==> src/irq_regs_params.svh <==
`ifndef IRQ_REGS_PARAMS_SVH
`define IRQ_REGS_PARAMS_SVH

// Data addresses (printed offsets are not all multiples of four: index)
`define CORE_STATUS_INDEX   8'h07
`define PERIPH_EN1_INDEX    8'h17
`define IRQ_STATUS_INDEX    8'h20
`define IRQ_MASK_INDEX      8'h21
`define CORE_STATUS_BANK    4'h0
`define PERIPH_EN1_BANK     4'h1

// Core status/control field positions
`define PERIPH_SUM_FLAG_BIT 7
`define CLK_PIN_FLAG_BIT    6
`define TMR0_FLAG_BIT       5
`define EXT_PIN_FLAG_BIT    4
`define PERIPH_SUM_EN_BIT   3
`define CLK_PIN_EN_BIT      2
`define TMR0_EN_BIT         1
`define EXT_PIN_EN_BIT      0

// First peripheral enable field positions
`define PORT_B_EN_BIT       7
`define TMR3_EN_BIT         6
`define TMR2_EN_BIT         5

// Reset values
`define CORE_STATUS_RESET   8'h00
`define PERIPH_EN1_RESET    8'h00
`define IRQ_MASK_RESET      8'h00

// Interrupt vectors
`define VEC_EXT_PIN         16'h0008
`define VEC_TMR0            16'h0010
`define VEC_CLK_PIN         16'h0018
`define VEC_PERIPH          16'h0020
`define VEC_RESET           16'h0000

`endif

==> src/irq_regs_pkg.sv <==
package irq_regs_pkg;
   typedef enum logic [2:0] {
      VEC_NONE   = 3'h0,
      VEC_EXT    = 3'h1,
      VEC_TMR0   = 3'h3,
      VEC_CLKPIN = 3'h2,
      VEC_PERIPH = 3'h6,
      VEC_RST    = 3'h7
   } vec_sel_t;

   typedef enum logic [1:0] {
      BUS_IDLE = 2'h0,
      BUS_ACK  = 2'h1
   } bus_state_t;
endpackage

==> src/interrupt_status_enable_regs.sv <==
// The implementer's own choice: the Avalon-MM slave port.
`timescale 1ns/100ps
`include "irq_regs_params.svh"
module interrupt_status_enable_regs (
   input  wire logic        REF_CLK,
   input  wire logic        NRST,
   input  wire logic        CE,
   input  wire logic [9:0]  ADDRESS,
   input  wire logic        READ,
   input  wire logic        WRITE,
   input  wire logic [3:0]  BYTEENABLE,
   input  wire logic [31:0] WRITEDATA,
   output logic [31:0]      READDATA,
   output logic             WAITREQUEST,
   input  wire logic [3:0]  BANK_SEL,
   input  wire logic        EXT_PIN_EDGE,
   input  wire logic        CLK_PIN_EDGE,
   input  wire logic        TIMER_ZERO_OVF,
   input  wire logic [7:0]  PERIPH_FLAGS,
   input  wire logic [7:0]  PERIPH_FLAGS_HI,
   input  wire logic        CORE_ACK,
   input  wire logic        RETURN_FROM_INTERRUPT,
   input  wire logic        GLOBAL_DIS_SET,
   input  wire logic        GLOBAL_DIS_CLR,
   output logic             IRQ_REQUEST,
   output logic [15:0]      VECTOR_ADDR,
   output logic             VECTOR_LOAD,
   output logic             PUSH_RETURN,
   output logic             GLOBAL_INTERRUPT_DISABLE,
   output logic [7:0]       PERIPH_REQUESTS,
   output logic             IRQ
);
   logic [7:0]              ext_meta_q;
   logic [7:0]              ext_sync_q;
   logic                    ext_pin_edge_flag;
   logic                    clock_pin_edge_flag;
   logic                    timer_zero_overflow_flag;
   logic                    peripheral_summary_flag;
   logic [3:0]              core_en_q;
   logic [7:0]              peripheral_enable_first;
   logic                    global_interrupt_disable_q;
   logic [3:0]              irq_status_q;
   logic [3:0]              irq_mask_q;
   logic [7:0]              core_interrupt_status_control;
   logic [7:0]              word_index;
   logic                    bank_one;
   logic                    hit_core;
   logic                    hit_pen1;
   logic                    hit_stat;
   logic                    hit_mask;
   logic                    wr_core;
   logic                    wr_pen1;
   logic                    rd_stat;
   irq_regs_pkg::bus_state_t bus_q;
   irq_regs_pkg::vec_sel_t  vec_sel;
   logic                    clr_ext;
   logic                    clr_tmr0;
   logic                    clr_clk;
   logic                    take;
   logic                    reset_vec;
   logic [3:0]              events;
   logic [3:0]              en_pend;

   // Pin-level event inputs pass two flip-flops
   always_ff @(posedge REF_CLK or negedge NRST) begin
      if (!NRST) begin
         ext_meta_q <= 8'h00;
         ext_sync_q <= 8'h00;
      end else if (CE) begin
         ext_meta_q <= {5'h00, TIMER_ZERO_OVF, CLK_PIN_EDGE, EXT_PIN_EDGE};
         ext_sync_q <= ext_meta_q;
      end
   end

   // Bus decode: byte address is four times the index
   assign word_index = ADDRESS[9:2];
   assign bank_one   = (BANK_SEL == `PERIPH_EN1_BANK);
   assign hit_core   = (word_index == `CORE_STATUS_INDEX);
   assign hit_pen1   = (word_index == `PERIPH_EN1_INDEX) && bank_one;
   assign hit_stat   = (word_index == `IRQ_STATUS_INDEX);
   assign hit_mask   = (word_index == `IRQ_MASK_INDEX);
   assign WAITREQUEST = (READ || WRITE) && (bus_q == irq_regs_pkg::BUS_IDLE);
   assign wr_core = WRITE && !WAITREQUEST && hit_core && BYTEENABLE[0];
   assign wr_pen1 = WRITE && !WAITREQUEST && hit_pen1 && BYTEENABLE[0];
   assign rd_stat = READ && !WAITREQUEST && hit_stat;

   // One wait state per access
   always_ff @(posedge REF_CLK or negedge NRST) begin
      if (!NRST) begin
         bus_q <= irq_regs_pkg::BUS_IDLE;
      end else if (CE) begin
         if (bus_q == irq_regs_pkg::BUS_ACK) begin
            bus_q <= irq_regs_pkg::BUS_IDLE;
         end else if (READ || WRITE) begin
            bus_q <= irq_regs_pkg::BUS_ACK;
         end else begin
            bus_q <= irq_regs_pkg::BUS_IDLE;
         end
      end
   end

   // Read data registered in the wait cycle, stands at the ack edge
   always_ff @(posedge REF_CLK or negedge NRST) begin
      if (!NRST) begin
         READDATA <= 32'h00000000;
      end else if (CE) begin
         if (READ && bus_q == irq_regs_pkg::BUS_IDLE) begin
            if (hit_core) begin
               READDATA <= {24'h000000, core_interrupt_status_control};
            end else if (hit_pen1) begin
               READDATA <= {24'h000000, peripheral_enable_first};
            end else if (hit_stat) begin
               READDATA <= {28'h0000000, irq_status_q};
            end else if (hit_mask) begin
               READDATA <= {28'h0000000, irq_mask_q};
            end else begin
               READDATA <= 32'h00000000;
            end
         end
      end
   end

   // Read-only summary of every peripheral flag
   assign peripheral_summary_flag = |{PERIPH_FLAGS, PERIPH_FLAGS_HI};

   assign core_interrupt_status_control = {
      peripheral_summary_flag, clock_pin_edge_flag,
      timer_zero_overflow_flag, ext_pin_edge_flag, core_en_q};

   // Flags set by condition regardless of enables
   sticky_flag u_ext (
      .clk    (REF_CLK),
      .rst_n  (NRST),
      .ce     (CE),
      .set    (ext_sync_q[0]),
      .clr    (clr_ext),
      .wr_en  (wr_core),
      .wr_val (WRITEDATA[`EXT_PIN_FLAG_BIT]),
      .flag   (ext_pin_edge_flag)
   );

   sticky_flag u_clk (
      .clk    (REF_CLK),
      .rst_n  (NRST),
      .ce     (CE),
      .set    (ext_sync_q[1]),
      .clr    (clr_clk),
      .wr_en  (wr_core),
      .wr_val (WRITEDATA[`CLK_PIN_FLAG_BIT]),
      .flag   (clock_pin_edge_flag)
   );

   sticky_flag u_tmr0 (
      .clk    (REF_CLK),
      .rst_n  (NRST),
      .ce     (CE),
      .set    (ext_sync_q[2]),
      .clr    (clr_tmr0),
      .wr_en  (wr_core),
      .wr_val (WRITEDATA[`TMR0_FLAG_BIT]),
      .flag   (timer_zero_overflow_flag)
   );

   always_ff @(posedge REF_CLK or negedge NRST) begin
      if (!NRST) begin
         core_en_q <= 4'h0;
      end else if (CE && wr_core) begin
         core_en_q <= WRITEDATA[3:0];
      end
   end

   always_ff @(posedge REF_CLK or negedge NRST) begin
      if (!NRST) begin
         peripheral_enable_first <= `PERIPH_EN1_RESET;
      end else if (CE && wr_pen1) begin
         peripheral_enable_first <= WRITEDATA[7:0];
      end
   end

   // Per-source gating of peripheral requests
   always_comb begin
      PERIPH_REQUESTS = PERIPH_FLAGS & peripheral_enable_first;
      PERIPH_REQUESTS[`PORT_B_EN_BIT] = PERIPH_FLAGS[`PORT_B_EN_BIT] &
         peripheral_enable_first[`PORT_B_EN_BIT];
      PERIPH_REQUESTS[`TMR3_EN_BIT] = PERIPH_FLAGS[`TMR3_EN_BIT] &
         peripheral_enable_first[`TMR3_EN_BIT];
      PERIPH_REQUESTS[`TMR2_EN_BIT] = PERIPH_FLAGS[`TMR2_EN_BIT] &
         peripheral_enable_first[`TMR2_EN_BIT];
   end

   assign en_pend[0] = ext_pin_edge_flag & core_en_q[`EXT_PIN_EN_BIT];
   assign en_pend[1] = timer_zero_overflow_flag & core_en_q[`TMR0_EN_BIT];
   assign en_pend[2] = clock_pin_edge_flag & core_en_q[`CLK_PIN_EN_BIT];
   assign en_pend[3] = (|PERIPH_REQUESTS || (|PERIPH_FLAGS_HI)) &
                       core_en_q[`PERIPH_SUM_EN_BIT];

   // Flag set while its enable is cleared with interrupts on: reset vector
   assign reset_vec = wr_core && !global_interrupt_disable_q &&
      ((ext_pin_edge_flag && !WRITEDATA[`EXT_PIN_EN_BIT]) ||
       (timer_zero_overflow_flag && !WRITEDATA[`TMR0_EN_BIT]) ||
       (clock_pin_edge_flag && !WRITEDATA[`CLK_PIN_EN_BIT]) ||
       (peripheral_summary_flag && !WRITEDATA[`PERIPH_SUM_EN_BIT])) &&
      (en_pend != 4'h0);

   // Fixed priority: pin, timer zero, clock pin, peripherals
   always_comb begin
      vec_sel = irq_regs_pkg::VEC_NONE;
      if (reset_vec) begin
         vec_sel = irq_regs_pkg::VEC_RST;
      end else if (en_pend[0]) begin
         vec_sel = irq_regs_pkg::VEC_EXT;
      end else if (en_pend[1]) begin
         vec_sel = irq_regs_pkg::VEC_TMR0;
      end else if (en_pend[2]) begin
         vec_sel = irq_regs_pkg::VEC_CLKPIN;
      end else if (en_pend[3]) begin
         vec_sel = irq_regs_pkg::VEC_PERIPH;
      end
   end

   assign IRQ_REQUEST = !global_interrupt_disable_q &&
                        (vec_sel != irq_regs_pkg::VEC_NONE);
   assign take     = CE && CORE_ACK && IRQ_REQUEST;
   assign clr_ext  = take && (vec_sel == irq_regs_pkg::VEC_EXT);
   assign clr_tmr0 = take && (vec_sel == irq_regs_pkg::VEC_TMR0);
   assign clr_clk  = take && (vec_sel == irq_regs_pkg::VEC_CLKPIN);

   // Vector output registered at acceptance
   always_ff @(posedge REF_CLK or negedge NRST) begin
      if (!NRST) begin
         VECTOR_ADDR <= `VEC_RESET;
         VECTOR_LOAD <= 1'b0;
         PUSH_RETURN <= 1'b0;
      end else if (CE) begin
         VECTOR_LOAD <= take;
         PUSH_RETURN <= take;
         if (take) begin
            case (vec_sel)
               irq_regs_pkg::VEC_EXT:    VECTOR_ADDR <= `VEC_EXT_PIN;
               irq_regs_pkg::VEC_TMR0:   VECTOR_ADDR <= `VEC_TMR0;
               irq_regs_pkg::VEC_CLKPIN: VECTOR_ADDR <= `VEC_CLK_PIN;
               irq_regs_pkg::VEC_PERIPH: VECTOR_ADDR <= `VEC_PERIPH;
               default:                  VECTOR_ADDR <= `VEC_RESET;
            endcase
         end
      end
   end

   // Global disable: set on take, cleared by return
   always_ff @(posedge REF_CLK or negedge NRST) begin
      if (!NRST) begin
         global_interrupt_disable_q <= 1'b0;
      end else if (CE) begin
         if (take || GLOBAL_DIS_SET) begin
            global_interrupt_disable_q <= 1'b1;
         end else if (RETURN_FROM_INTERRUPT || GLOBAL_DIS_CLR) begin
            global_interrupt_disable_q <= 1'b0;
         end
      end
   end
   assign GLOBAL_INTERRUPT_DISABLE = global_interrupt_disable_q;

   // Sticky bus interrupt status; read clears, set wins
   assign events = {ext_sync_q[2], ext_sync_q[1], ext_sync_q[0],
                    peripheral_summary_flag};
   always_ff @(posedge REF_CLK or negedge NRST) begin
      if (!NRST) begin
         irq_status_q <= 4'h0;
      end else if (CE) begin
         // Clear only what the read returned; later events survive
         irq_status_q <= events |
            (irq_status_q & ~(rd_stat ? READDATA[3:0] : 4'h0));
      end
   end

   always_ff @(posedge REF_CLK or negedge NRST) begin
      if (!NRST) begin
         irq_mask_q <= 4'h0;
      end else if (CE && WRITE && !WAITREQUEST && hit_mask && BYTEENABLE[0]) begin
         irq_mask_q <= WRITEDATA[3:0];
      end
   end

   assign IRQ = |(irq_status_q & irq_mask_q);
endmodule

==> src/sticky_flag.sv <==
`timescale 1ns/100ps
module sticky_flag (
   input  wire logic clk,
   input  wire logic rst_n,
   input  wire logic ce,
   input  wire logic set,
   input  wire logic clr,
   input  wire logic wr_en,
   input  wire logic wr_val,
   output logic      flag
);
   // Set wins over both hardware clear and software write
   always_ff @(posedge clk or negedge rst_n) begin
      if (!rst_n) begin
         flag <= 1'b0;
      end else if (ce) begin
         if (set) begin
            flag <= 1'b1;
         end else if (clr) begin
            flag <= 1'b0;
         end else if (wr_en) begin
            flag <= wr_val;
         end
      end
   end
endmodule

==> config.mk <==
export PLATFORM = sky130hd
export DESIGN_NAME = interrupt_status_enable_regs
export DESIGN_NICKNAME = d
export VERILOG_FILES = /design/src/irq_regs_pkg.sv /design/src/interrupt_status_enable_regs.sv /design/src/sticky_flag.sv
export VERILOG_INCLUDE_DIRS = /design/src /design/src/src
export SDC_FILE = /design/constraint.sdc
export NUM_CORES = 1
export LEC_CHECK = 0
export ABC_AREA = 1
export BUFFER_PORTS_ARGS = -buffer_cell sky130_fd_sc_hd__clkbuf_2
export CORE_ASPECT_RATIO = 1.4
export CORE_UTILIZATION = 35
export CTS_CLUSTER_DIAMETER = 60
export DETAILED_ROUTE_END_ITERATION = 8
export PLACE_DENSITY = 0.65
export SKIP_LAST_GASP = 1
export SLEW_MARGIN = 15
export SYNTH_ARGS = -nofsm -noshare
export SYNTH_HDL_FRONTEND = slang
export SYNTH_SLANG_ARGS = --single-unit
==> constraint.sdc <==
create_clock -name REF_CLK -period 2.3 [get_ports REF_CLK]
set_input_delay 0.345 -clock REF_CLK [delete_from_list [all_inputs] [get_ports REF_CLK]]
set_output_delay 0.345 -clock REF_CLK [all_outputs]
set_load 0.02 [all_outputs]
# After elaboration in Yosys (flattened, before gate mapping)
# Cells that the tools add are included.
[word_totals]
register_bits = 81
input_bits = 78
wordCells = 119
output_inout_bits = 62
[op_classes]
n_mux = 24
bitwise = 12
eq_ne = 10
reduce_logical = 59
[ops]
columns = ["operator", "n"]
rows = [
  ["logical AND 1 bit", 29],
  ["case mux 6 bit (4 select lines)", 1],
  ["equality test 8 x 6 -> 1 bit (second input constant)", 2],
  ["2-to-1 mux 8 bit", 2],
  ["OR reduction 16 bit", 1],
  ["OR reduction 8 bit", 2],
  ["2-to-1 mux 3 bit", 5],
  ["2-to-1 mux 1 bit", 12],
  ["2-to-1 mux 4 bit", 3],
  ["AND reduction 2 bit", 6],
  ["nonzero test 3 bit", 4],
  ["bitwise AND 4 bit", 2],
  ["equality test 8 x 3 -> 1 bit (second input constant)", 1],
  ["equality test 8 x 5 -> 1 bit (second input constant)", 1],
  ["bitwise AND 1 bit", 7],
  ["logical OR 1 bit", 7],
  ["equality test 3 x 2 -> 1 bit (second input constant)", 2],
  ["zero test 1 bit", 6],
  ["bitwise AND 5 bit", 1],
  ["equality test 4 x 1 -> 1 bit (second input constant)", 1],
  ["inverter 4 bit", 1],
  ["bitwise OR 4 bit", 1],
  ["nonzero test 4 bit", 1],
  ["OR reduction 4 bit", 1],
  ["6 further kinds", 6],
]

# Longest topological paths before layout
# Gate-level depths: netlist of run 1.
[depth]
word_depth = 16
depth_mapped = 10
depth_no_buf = 10

# By module
# A second synthesis of run 1 with hierarchy kept.
[hier_totals]
cells_unflattened = 353
area_unflattened_um2 = 2592.5
[by_module_without_submodules]
columns = ["module", "seq_area_each_um2", "area_per_inst_um2", "cells_per_inst", "n_inst"]
rows = [
  ["interrupt_status_enable_regs", 1001.0, 2419.8, 326, 1],
  ["sticky_flag", 25.0, 57.6, 9, 3],
]

# Worst setup path after synthesis of run 1
# No wires, ideal clock.
[synth_timing]
path_type = "flip-flop to flip-flop"
from = "register peripheral_enable_first[4]"
to = "register u_ext.flag"
setup_time_ps = 128
required_time_ps = 2172
slack_ps = 828
n_path_buf = 0
arrival_time_ps = 1345
synth_period_minus_slack_ps = 1472
stages_incl_launch_ff = 10
path_cell_list = "dfrtp_1 > nand2_1 > nand2_1 > nor2_1 > nand3_1 > nand2_1 > a21oi_2 > nand2_1 > o21ai_1 > nand3_1"
[synth_via]
elab_chain_cells = 15
elab_cells_between_ends = 20
cone_classes = "eq/ne (1); mux (7); bitwise (2); reduce/logical (10)"
[synth_lines]
columns = ["item", "line", "rtl"]
rows = [
  ["from (decl)", "interrupt_status_enable_regs.sv:40", "logic [7:0] peripheral_enable_first;"],
  ["from (signal assigned)", "interrupt_status_enable_regs.sv:174", "peripheral_enable_first <= `PERIPH_EN1_RESET;"],
  ["from (signal assigned)", "interrupt_status_enable_regs.sv:176", "peripheral_enable_first <= WRITEDATA[7:0];"],
  ["bitwise AND 5 bit *", "interrupt_status_enable_regs.sv:182", "PERIPH_REQUESTS = PERIPH_FLAGS & peripheral_enable_first;"],
  ["OR reduction 8 bit *", "interrupt_status_enable_regs.sv:194", "assign en_pend[3] = (|PERIPH_REQUESTS || (|PERIPH_FLAGS_HI)) &"],
  ["logical OR 1 bit *", "interrupt_status_enable_regs.sv:194", ""],
  ["bitwise AND 1 bit *", "interrupt_status_enable_regs.sv:194", ""],
  ["2-to-1 mux 3 bit", "interrupt_status_enable_regs.sv:216", "end else if (en_pend[3]) begin"],
  ["2-to-1 mux 3 bit", "interrupt_status_enable_regs.sv:214", "end else if (en_pend[2]) begin"],
  ["2-to-1 mux 3 bit", "interrupt_status_enable_regs.sv:212", "end else if (en_pend[1]) begin"],
  ["2-to-1 mux 3 bit", "interrupt_status_enable_regs.sv:210", "end else if (en_pend[0]) begin"],
  ["2-to-1 mux 3 bit *", "interrupt_status_enable_regs.sv:208", "if (reset_vec) begin"],
  ["nonzero test 3 bit *", "interrupt_status_enable_regs.sv:222", "(vec_sel != irq_regs_pkg::VEC_NONE);"],
  ["logical AND 1 bit *", "interrupt_status_enable_regs.sv:221", "assign IRQ_REQUEST = !global_interrupt_disable_q &&"],
  ["named net IRQ_REQUEST", "interrupt_status_enable_regs.sv:25", "output logic IRQ_REQUEST,"],
  ["logical AND 1 bit *", "interrupt_status_enable_regs.sv:223", "assign take = CE && CORE_ACK && IRQ_REQUEST;"],
  ["logical AND 1 bit *", "interrupt_status_enable_regs.sv:224", "assign clr_ext = take && (vec_sel == irq_regs_pkg::VEC_EXT);"],
  ["nonzero test 3 bit (no line) / 2-to-1 mux 1 bit (equally long branches)", "-", ""],
  ["AND reduction 2 bit (no line) / 2-to-1 mux 1 bit (equally long branches)", "-", ""],
  ["to (signal assigned)", "sticky_flag.sv:22", "flag <= wr_val;"],
  ["to (decl)", "sticky_flag.sv:10", "output logic flag"],
]
# The timed path passes the listed nets; every way through them passes the cells marked *.
# A chain may end at the register's enable or synchronous reset.

# Worst setup path in the final report of run 1
[layout_timing]
from = "register u_ext.flag"
to = "output port IRQ_REQUEST"
[layout_via]
elab_chain_cells = 9
elab_cells_between_ends = 12
cone_classes = "mux (2); bitwise (1); reduce/logical (9)"
[layout_lines]
columns = ["item", "line", "rtl"]
rows = [
  ["logical AND 1 bit", "interrupt_status_enable_regs.sv:199", "((ext_pin_edge_flag && !WRITEDATA[`EXT_PIN_EN_BIT]) ||"],
  ["logical OR 1 bit (3 in a row)", "interrupt_status_enable_regs.sv:199", ""],
  ["logical AND 1 bit (2 in a row)", "interrupt_status_enable_regs.sv:198", "assign reset_vec = wr_core && !global_interrupt_disable_q &&"],
  ["2-to-1 mux 3 bit *", "interrupt_status_enable_regs.sv:208", ""],
  ["nonzero test 3 bit *", "interrupt_status_enable_regs.sv:222", ""],
  ["logical AND 1 bit *", "interrupt_status_enable_regs.sv:221", ""],
  ["to (decl)", "interrupt_status_enable_regs.sv:25", ""],
]
# Mark *: on every way between the ends. The rest lies on a longest branch, timed or not.

==> flow_summary.yaml, run 1 <==
synth:
  synthTopCellsByArea: "dfrtp_1, nand2_1, buf_4, inv_1, o21ai_1"
  synth_seq_area_share: 0.4177
  synth_cells: 350
  synth_compound_area_frac: 0.1146
  yosysTopAreaCell: "dfrtp_1"
  ys_warn_count: 0
  synth_xor_area_frac: 0
  ys_seq_elements: 43
  synth_top_family_by_area: "simple AND/OR/NAND/NOR gates"
  synthAdderAreaFrac: 0
  synthMuxAreaShare: 0.005828
  synth_flop_cell: "dfrtp_1"
  synth_top_area_frac: 0.4177
  synth_edf_count: 0
  postSynth.asyncResetShare: 1.000
  avgSynthCellArea_um2: 7.361
  synth_simple_gate_area_frac: 0.2802
  syn_area_um2: 2576
  ys_types: 30
critical_path:
  cp.arrival_ns: 1.51
  cp.required_ns: 1.96
  r2r_cells: 7
  reg2reg_to: "VECTOR_ADDR[3]"
  cp_top_family: "compound AO/OA/AOI/OAI gates"
  critPathMaxFanout: 4
  max_stage_delay_ns: 0.42
  cp_num_buf_inv: 1
  r2r-start: "bus_q[0]"
  r2r_slack_ns: 0.64
  critPathCaptureType: "output port"
  critPathLaunch: "u_ext.flag"
  slowest_stage: "dfrtp_1"
  start_kind: "flop"
  worst-path-stages: 5
  crit_chain: "nand2_1 > nand2_1 > a21oi_1 > a21oi_2 > clkbuf_2"
  path_common_cell: "nand2_1"
  critPathKind: "flop to output port"
  endpoint: "IRQ_REQUEST"
power_and_ir_drop:
  max-vdd-ir-drop_uv: 410.4
  switching_share: 0.2846
  power_frac_comb: 0.161
  power_density_nw_per_um2: 553.9
  power_switching_uw: 474.6
  p_leak_uw: 0.001732
  intPower_uw: 1193
  p_clk_frac: 0.353
  power.share.sequential: 0.486
cells_and_area:
  fin_nets: 503
  final_cells: 521
  drive_above_1_share: 0.2207
  synthToLayoutAreaGrowth_pct: 16.85
  num_antenna_cells: 0
timing:
  grt_setup_unrepaired: "false"
  hold_violations: 0
  tightest_slew_ns: 0.5721
  maxSlewViolCount: 0
  fmax_ghz: 0.5400
  setup_viol: 0
  post-route-period-util: 0.8051
  relSlewSlack: 0.6154
  finClkSkew_ns: 0.009775
  period_needed_ns: 1.852
  setup-tns-final_ns: 0
global_routing:
  track_usage: 0.1681
  grt_pass1_vias: 2128
  grt_pass1_wl_um: 10020
  grt_start_max_net_pins: 44
  grt_antenna_before_repair: 0
  overflow: 0
hold_path:
  hold_class: "primary input to asynchronous set/reset pin"
floorplan:
  io_pins: 140
  die_h_um: 103.5
  dieArea_um2: 7713
  core_area_um2: 7027
  fp.dieW_um: 74.51
  rows: 36
  start_util: 0.3666
placed_design:
  gp_congestion: 0.8610
  dp_cells: 513
  portBuffers: 73
  post-dp-hpwl_um: 4879
clocking:
  cts_hold_buf: 0
  cts_tree: "built"
  htree_levels: 2
  clk_path_buf_depth: 2
  root_buffer: "clkbuf_8"
  post_cts_buffers: 0
  cts.clk_slew.worst_paths_ns: 0.08
  clock-sinks: 43
  cts_resized: 0
  clk_latency_ns: 0.30
  cts_buffers: 5
detailed_routing:
  drc: 0
  wl_um: 6016
  vias_per_cell: 4.570
  ant_nets: 0
  vias: 2381
  drt_iter0_markers: 198
  wl_per_cell_um: 11.55
  first_pass_iters: 4
run_status:
  status: "finished clean"
run:
  drv_cap: 0
power groups by stage:
stage | Combinational (uW) | Clock [uW] | Sequential [uW]
global route | 302 | 643 | 815
global placement | 269 | 0 | 825
CTS | 273 | 602 | 811
finish | 269 | 588 | 810
floorplan | 186 | 0 | 846
detailed placement | 272 | 0 | 826
state kept, by name (all words and copies together), names as in the netlist:
signal and flops:
GLOBAL_INTERRUPT_DISABLE 1, PUSH_RETURN 1, READDATA 8, VECTOR_ADDR 3, bus_q 1, core_en_q 4
ext_meta_q 3, ext_sync_q 3, irq_mask_q 4, irq_status_q 4, peripheral_enable_first 8, u_clk.flag 1
u_ext.flag 1, u_tmr0.flag 1
final cells by class:
type	count	area, um^2
Fill cell	742	4016
Multi-Input combinational cell	260	1171
Sequential cell	43	1076
Timing Repair Buffer	75	380.4
Inverter	40	151.4
Tap cell	95	118.9
Clock buffer	5	68.82
Clock inverter	3	43.79
logic make-up (layout without fill, tap and decap cells):
kind of cell / Yosys count / after routing
buffers and inverters: 83 / 123
other: 1 / 37
multiplexers: 1 / 1
flip-flops: 43 / 43
AND/OR/NAND/NOR: 168 / 168
AO/OA/AOI/OAI: 54 / 54
per-layer routing:
metal / part of all wire / vias to the layer above / wire (um) / global-route usage
li1: - / 1192 / - / -
met1: 0.42 / 1091 / 2536 / 0.2156
met2: 0.51 / 90 / 3089 / 0.2864
met3: 0.048 / 8 / 288 / 0.02335
met4: 0.017 / 0 / 102 / 0.04987
met5: 0 / - / 0 / 0
how the worst min path moves through the flow:
stage	startpoint	to	slack, ns	cells past startpoint
2_1_floorplan	NRST	GLOBAL_INTERRUPT_DISABLE	0.05	0
3_3_place_gp	NRST	READDATA[5]	0.45	2
3_5_place_dp	NRST	READDATA[5]	0.46	2
4_1_cts	NRST	irq_status_q[3]	0.13	2
5_1_grt	NRST	READDATA[0]	0.15	2
6_report	NRST	READDATA[5]	0.11	2
cell usage in the layout, fill, tap and decap left out, drive strengths merged:
cell type  Yosys  final
bufinv         0      1
dfrtp         43     43
a21boi         1      1
buf           40      2
nor2          28     28
conb           1     37
clkbuf         3     78
nor3           7      7
o21ai         37     37
o22ai          4      4
clkinv         1      3
nand3         14     14
nand2        111    111
nor4           2      2
inv           39     39
a21oi          7      7
mux2           1      1
a2bb2oi        1      1
o21a           2      2
nand3b         1      1
o211ai         2      2
nand4          5      5
synthesized netlist by cell type, drive strengths merged (2+ instances only):
| master | instances |
|---|---|
| o211ai | 2 |
| o22ai | 4 |
| nand3 | 14 |
| a21oi | 7 |
| buf | 40 |
| o21a | 2 |
| dfrtp | 43 |
| nor2 | 28 |
| nor4 | 2 |
| o21ai | 37 |
| nor3 | 7 |
| inv | 39 |
| clkbuf | 3 |
| nand4 | 5 |
| nand2 | 111 |
stage by stage:
step / total power, uW / cell area [um^2] / utilization / hold WS [ns] / setup WS (ns)
CTS: 1685 / 3010 / 0.4284 / 0.1316 / 0.4360
finish: 1667 / 3010 / 0.4284 / 0.1061 / 0.4482
global route: 1760 / 3010 / 0.4284 / 0.1505 / 0.3407
floorplan: 1032 / 2711 / - / 0.04941 / 0.8275
detailed placement: 1097 / 2898 / 0.4124 / 0.4558 / 0.6082
global placement: 1094 / 2898 / 0.4124 / 0.4519 / 0.6141
(Power assumes the default switching activity.)
==> inputs of run 2 (changes only) <==
--- a/config.mk
+++ b/config.mk
@@ -12,7 +12,7 @@
 export CORE_UTILIZATION = 35
 export CTS_CLUSTER_DIAMETER = 60
 export DETAILED_ROUTE_END_ITERATION = 8
-export PLACE_DENSITY = 0.65
+export PLACE_DENSITY = 0.68
 export SKIP_LAST_GASP = 1
 export SLEW_MARGIN = 15
 export SYNTH_ARGS = -nofsm -noshare
==> constraint.sdc (replaced) <==
create_clock -name REF_CLK -period 1.7 [get_ports REF_CLK]
set_input_delay 0.255 -clock REF_CLK [delete_from_list [all_inputs] [get_ports REF_CLK]]
set_output_delay 0.255 -clock REF_CLK [all_outputs]
set_load 0.02 [all_outputs]
==> flow_summary.yaml, run 2 (synthesis gave the netlist of run 1 again) <==
run_status:
  status: "finished, violations left"
  violations: "setup timing"
critical_path:
  start_kind: "flop"
  crit_chain: "nand2_1 > nand2_1 > nor2_1 > nand3_1 > nand2_2 > a21oi_4 > clkbuf_4"
  cp.required_ns: 1.44
  critPathMaxFanout: 3
  max_stage_delay_ns: 0.41
  critPathKind: "flop to output port"
  path_common_cell: "nand2_1"
  cp_top_family: "simple AND/OR/NAND/NOR gates"
  cp.arrival_ns: 1.45
  cp_num_buf_inv: 1
  critPathCaptureType: "output port"
  slowest_stage: "dfrtp_1"
global_routing:
  grt_pass1_wl_um: 10380
  grt_start_max_net_pins: 22
  grt_pass1_vias: 2215
  grt_antenna_before_repair: 0
  track_usage: 0.1733
  overflow: 0
timing:
  fmax_ghz: 0.5878
  setup_slack_ns: -0.001207
  setup_viol: 1
  period_needed_ns: 1.701
  maxSlewViolCount: 0
  hold_violations: 0
  setup-tns-final_ns: -0.001207
  post-route-period-util: 1.001
  grt_setup_unrepaired: "true"
  whs_ns: 0.1460
  finClkSkew_ns: 0.01113
detailed_routing:
  wl_um: 6263
  ant_nets: 0
  vias: 2404
  vias_per_cell: 4.468
  first_pass_iters: 4
  wl_per_cell_um: 11.64
  drt_iter0_markers: 168
  drc: 0
floorplan:
  start_util: 0.3666
  core_area_um2: 7027
  dieArea_um2: 7713
  die_h_um: 103.5
  rows: 36
  fp.dieW_um: 74.51
  io_pins: 140
run:
  drv_cap: 0
placed_design:
  dp_worst_setup_slack_ns: 0.1586
  gp_congestion: 0.8815
  portBuffers: 73
  post-dp-hpwl_um: 5093
  dp_cells: 523
hold_path:
  hold_class: "primary input to flop"
clocking:
  cts_buffers: 5
  htree_levels: 2
  clock-sinks: 43
  cts.clk_slew.worst_paths_ns: 0.09
  cts_tree: "built"
  clk_latency_ns: 0.30
  root_buffer: "clkbuf_8"
  clk_path_buf_depth: 2
cells_and_area:
  synthToLayoutAreaGrowth_pct: 22.39
  drive_above_1_share: 0.2641
  final_cells: 538
  layout_commonest_cell: "nand2_1"
  layout_common_cells: "nand2_1, clkbuf_2, dfrtp_1"
  top_regs: "READDATA: 8 flops, peripheral_enable_first: 8 flops"
  num_antenna_cells: 0
  n_fill_cell: 757
  fin_nets: 520
  fin_util: 0.4487
power_and_ir_drop:
  max-vdd-ir-drop_uv: 285.5
  p_leak_uw: 0.001815
  power_density_nw_per_um2: 672.0
==> run 2: final cells by class <==
| class | count | area [um^2] | area share |
|---|---|---|---|
| timing repair buffer | 92 | 525.5 | 0.1667 |
| sequential | 43 | 1076 | 0.3413 |
| multi-input combinational | 260 | 1197 | 0.3798 |
| tap | 95 | 118.9 | 0.03770 |
| clock inverter | 3 | 15.01 | 0.004762 |
| inverter | 40 | 151.4 | 0.04802 |
| clock buffer | 5 | 68.82 | 0.02183 |
==> run 2: metrics by stage <==
stage	power [uW]	instance area, um^2
2_1_floorplan	1397	2711
3_3_place_gp	1494	2985
3_5_place_dp	1501	2985
4_1_cts	2137	3126
5_1_grt	2229	3153
6_report	2119	3153
==> run 2: per-layer routing <==
metal | global-route usage | vias up | part of all wire
met2 | 0.2960 | 92 | 0.53
met3 | 0.01556 | 6 | 0.051
li1 | - | 1224 | -
met4 | 0.05660 | 0 | 0.015
met1 | 0.2244 | 1082 | 0.41
met5 | 0 | - | 0
==> run 2: worst paths after layout <==
kind | end | depth (start not counted) | startpoint | slack [ns]
max in group asynchronous | ext_meta_q[0] | 3 | NRST | 0.84
setup / recovery | IRQ_REQUEST | 7 | peripheral_enable_first[0] | -0.001
setup reg to reg | VECTOR_ADDR[3] | 7 | bus_q[0] | 0.19
min in group asynchronous | GLOBAL_INTERRUPT_DISABLE | 2 | NRST | 0.39
hold / removal | ext_meta_q[2] | 3 | TIMER_ZERO_OVF | 0.15
hold reg to reg | ext_meta_q[1] | 2 | ext_meta_q[1] | 0.48
==> run 2: worst reg2reg max path: stages (launching register included) <==
cell and delay [ns]:
dfrtp_1 0.40, nand2_1 0.11, nor2_2 0.14, nand4_1 0.19, nor2_1 0.14, nand2_1 0.11, nand4_1 0.18, o211ai_1 0.11
==> run 2: power breakdown <==
group | leakage [uW] | total, uW | internal (uW) | switching [uW]
logic | 0.00123 | 386 | 125 | 261
registers | 0.000542 | 1100 | 1070 | 29.5
clock network | 0.0000477 | 637 | 281 | 355
total | 0.00181 | 2120 | 1470 | 646
==> run 2: timing repair <==
action | in CTS | in global routing
hold buffers | 1 | 0
hold endpoints to repair | 12 | 0
buffers inserted | 5 | 1
gates resized for setup | 3 | 6
pin swaps | 1 | 4
setup endpoints to repair | 1 | 5
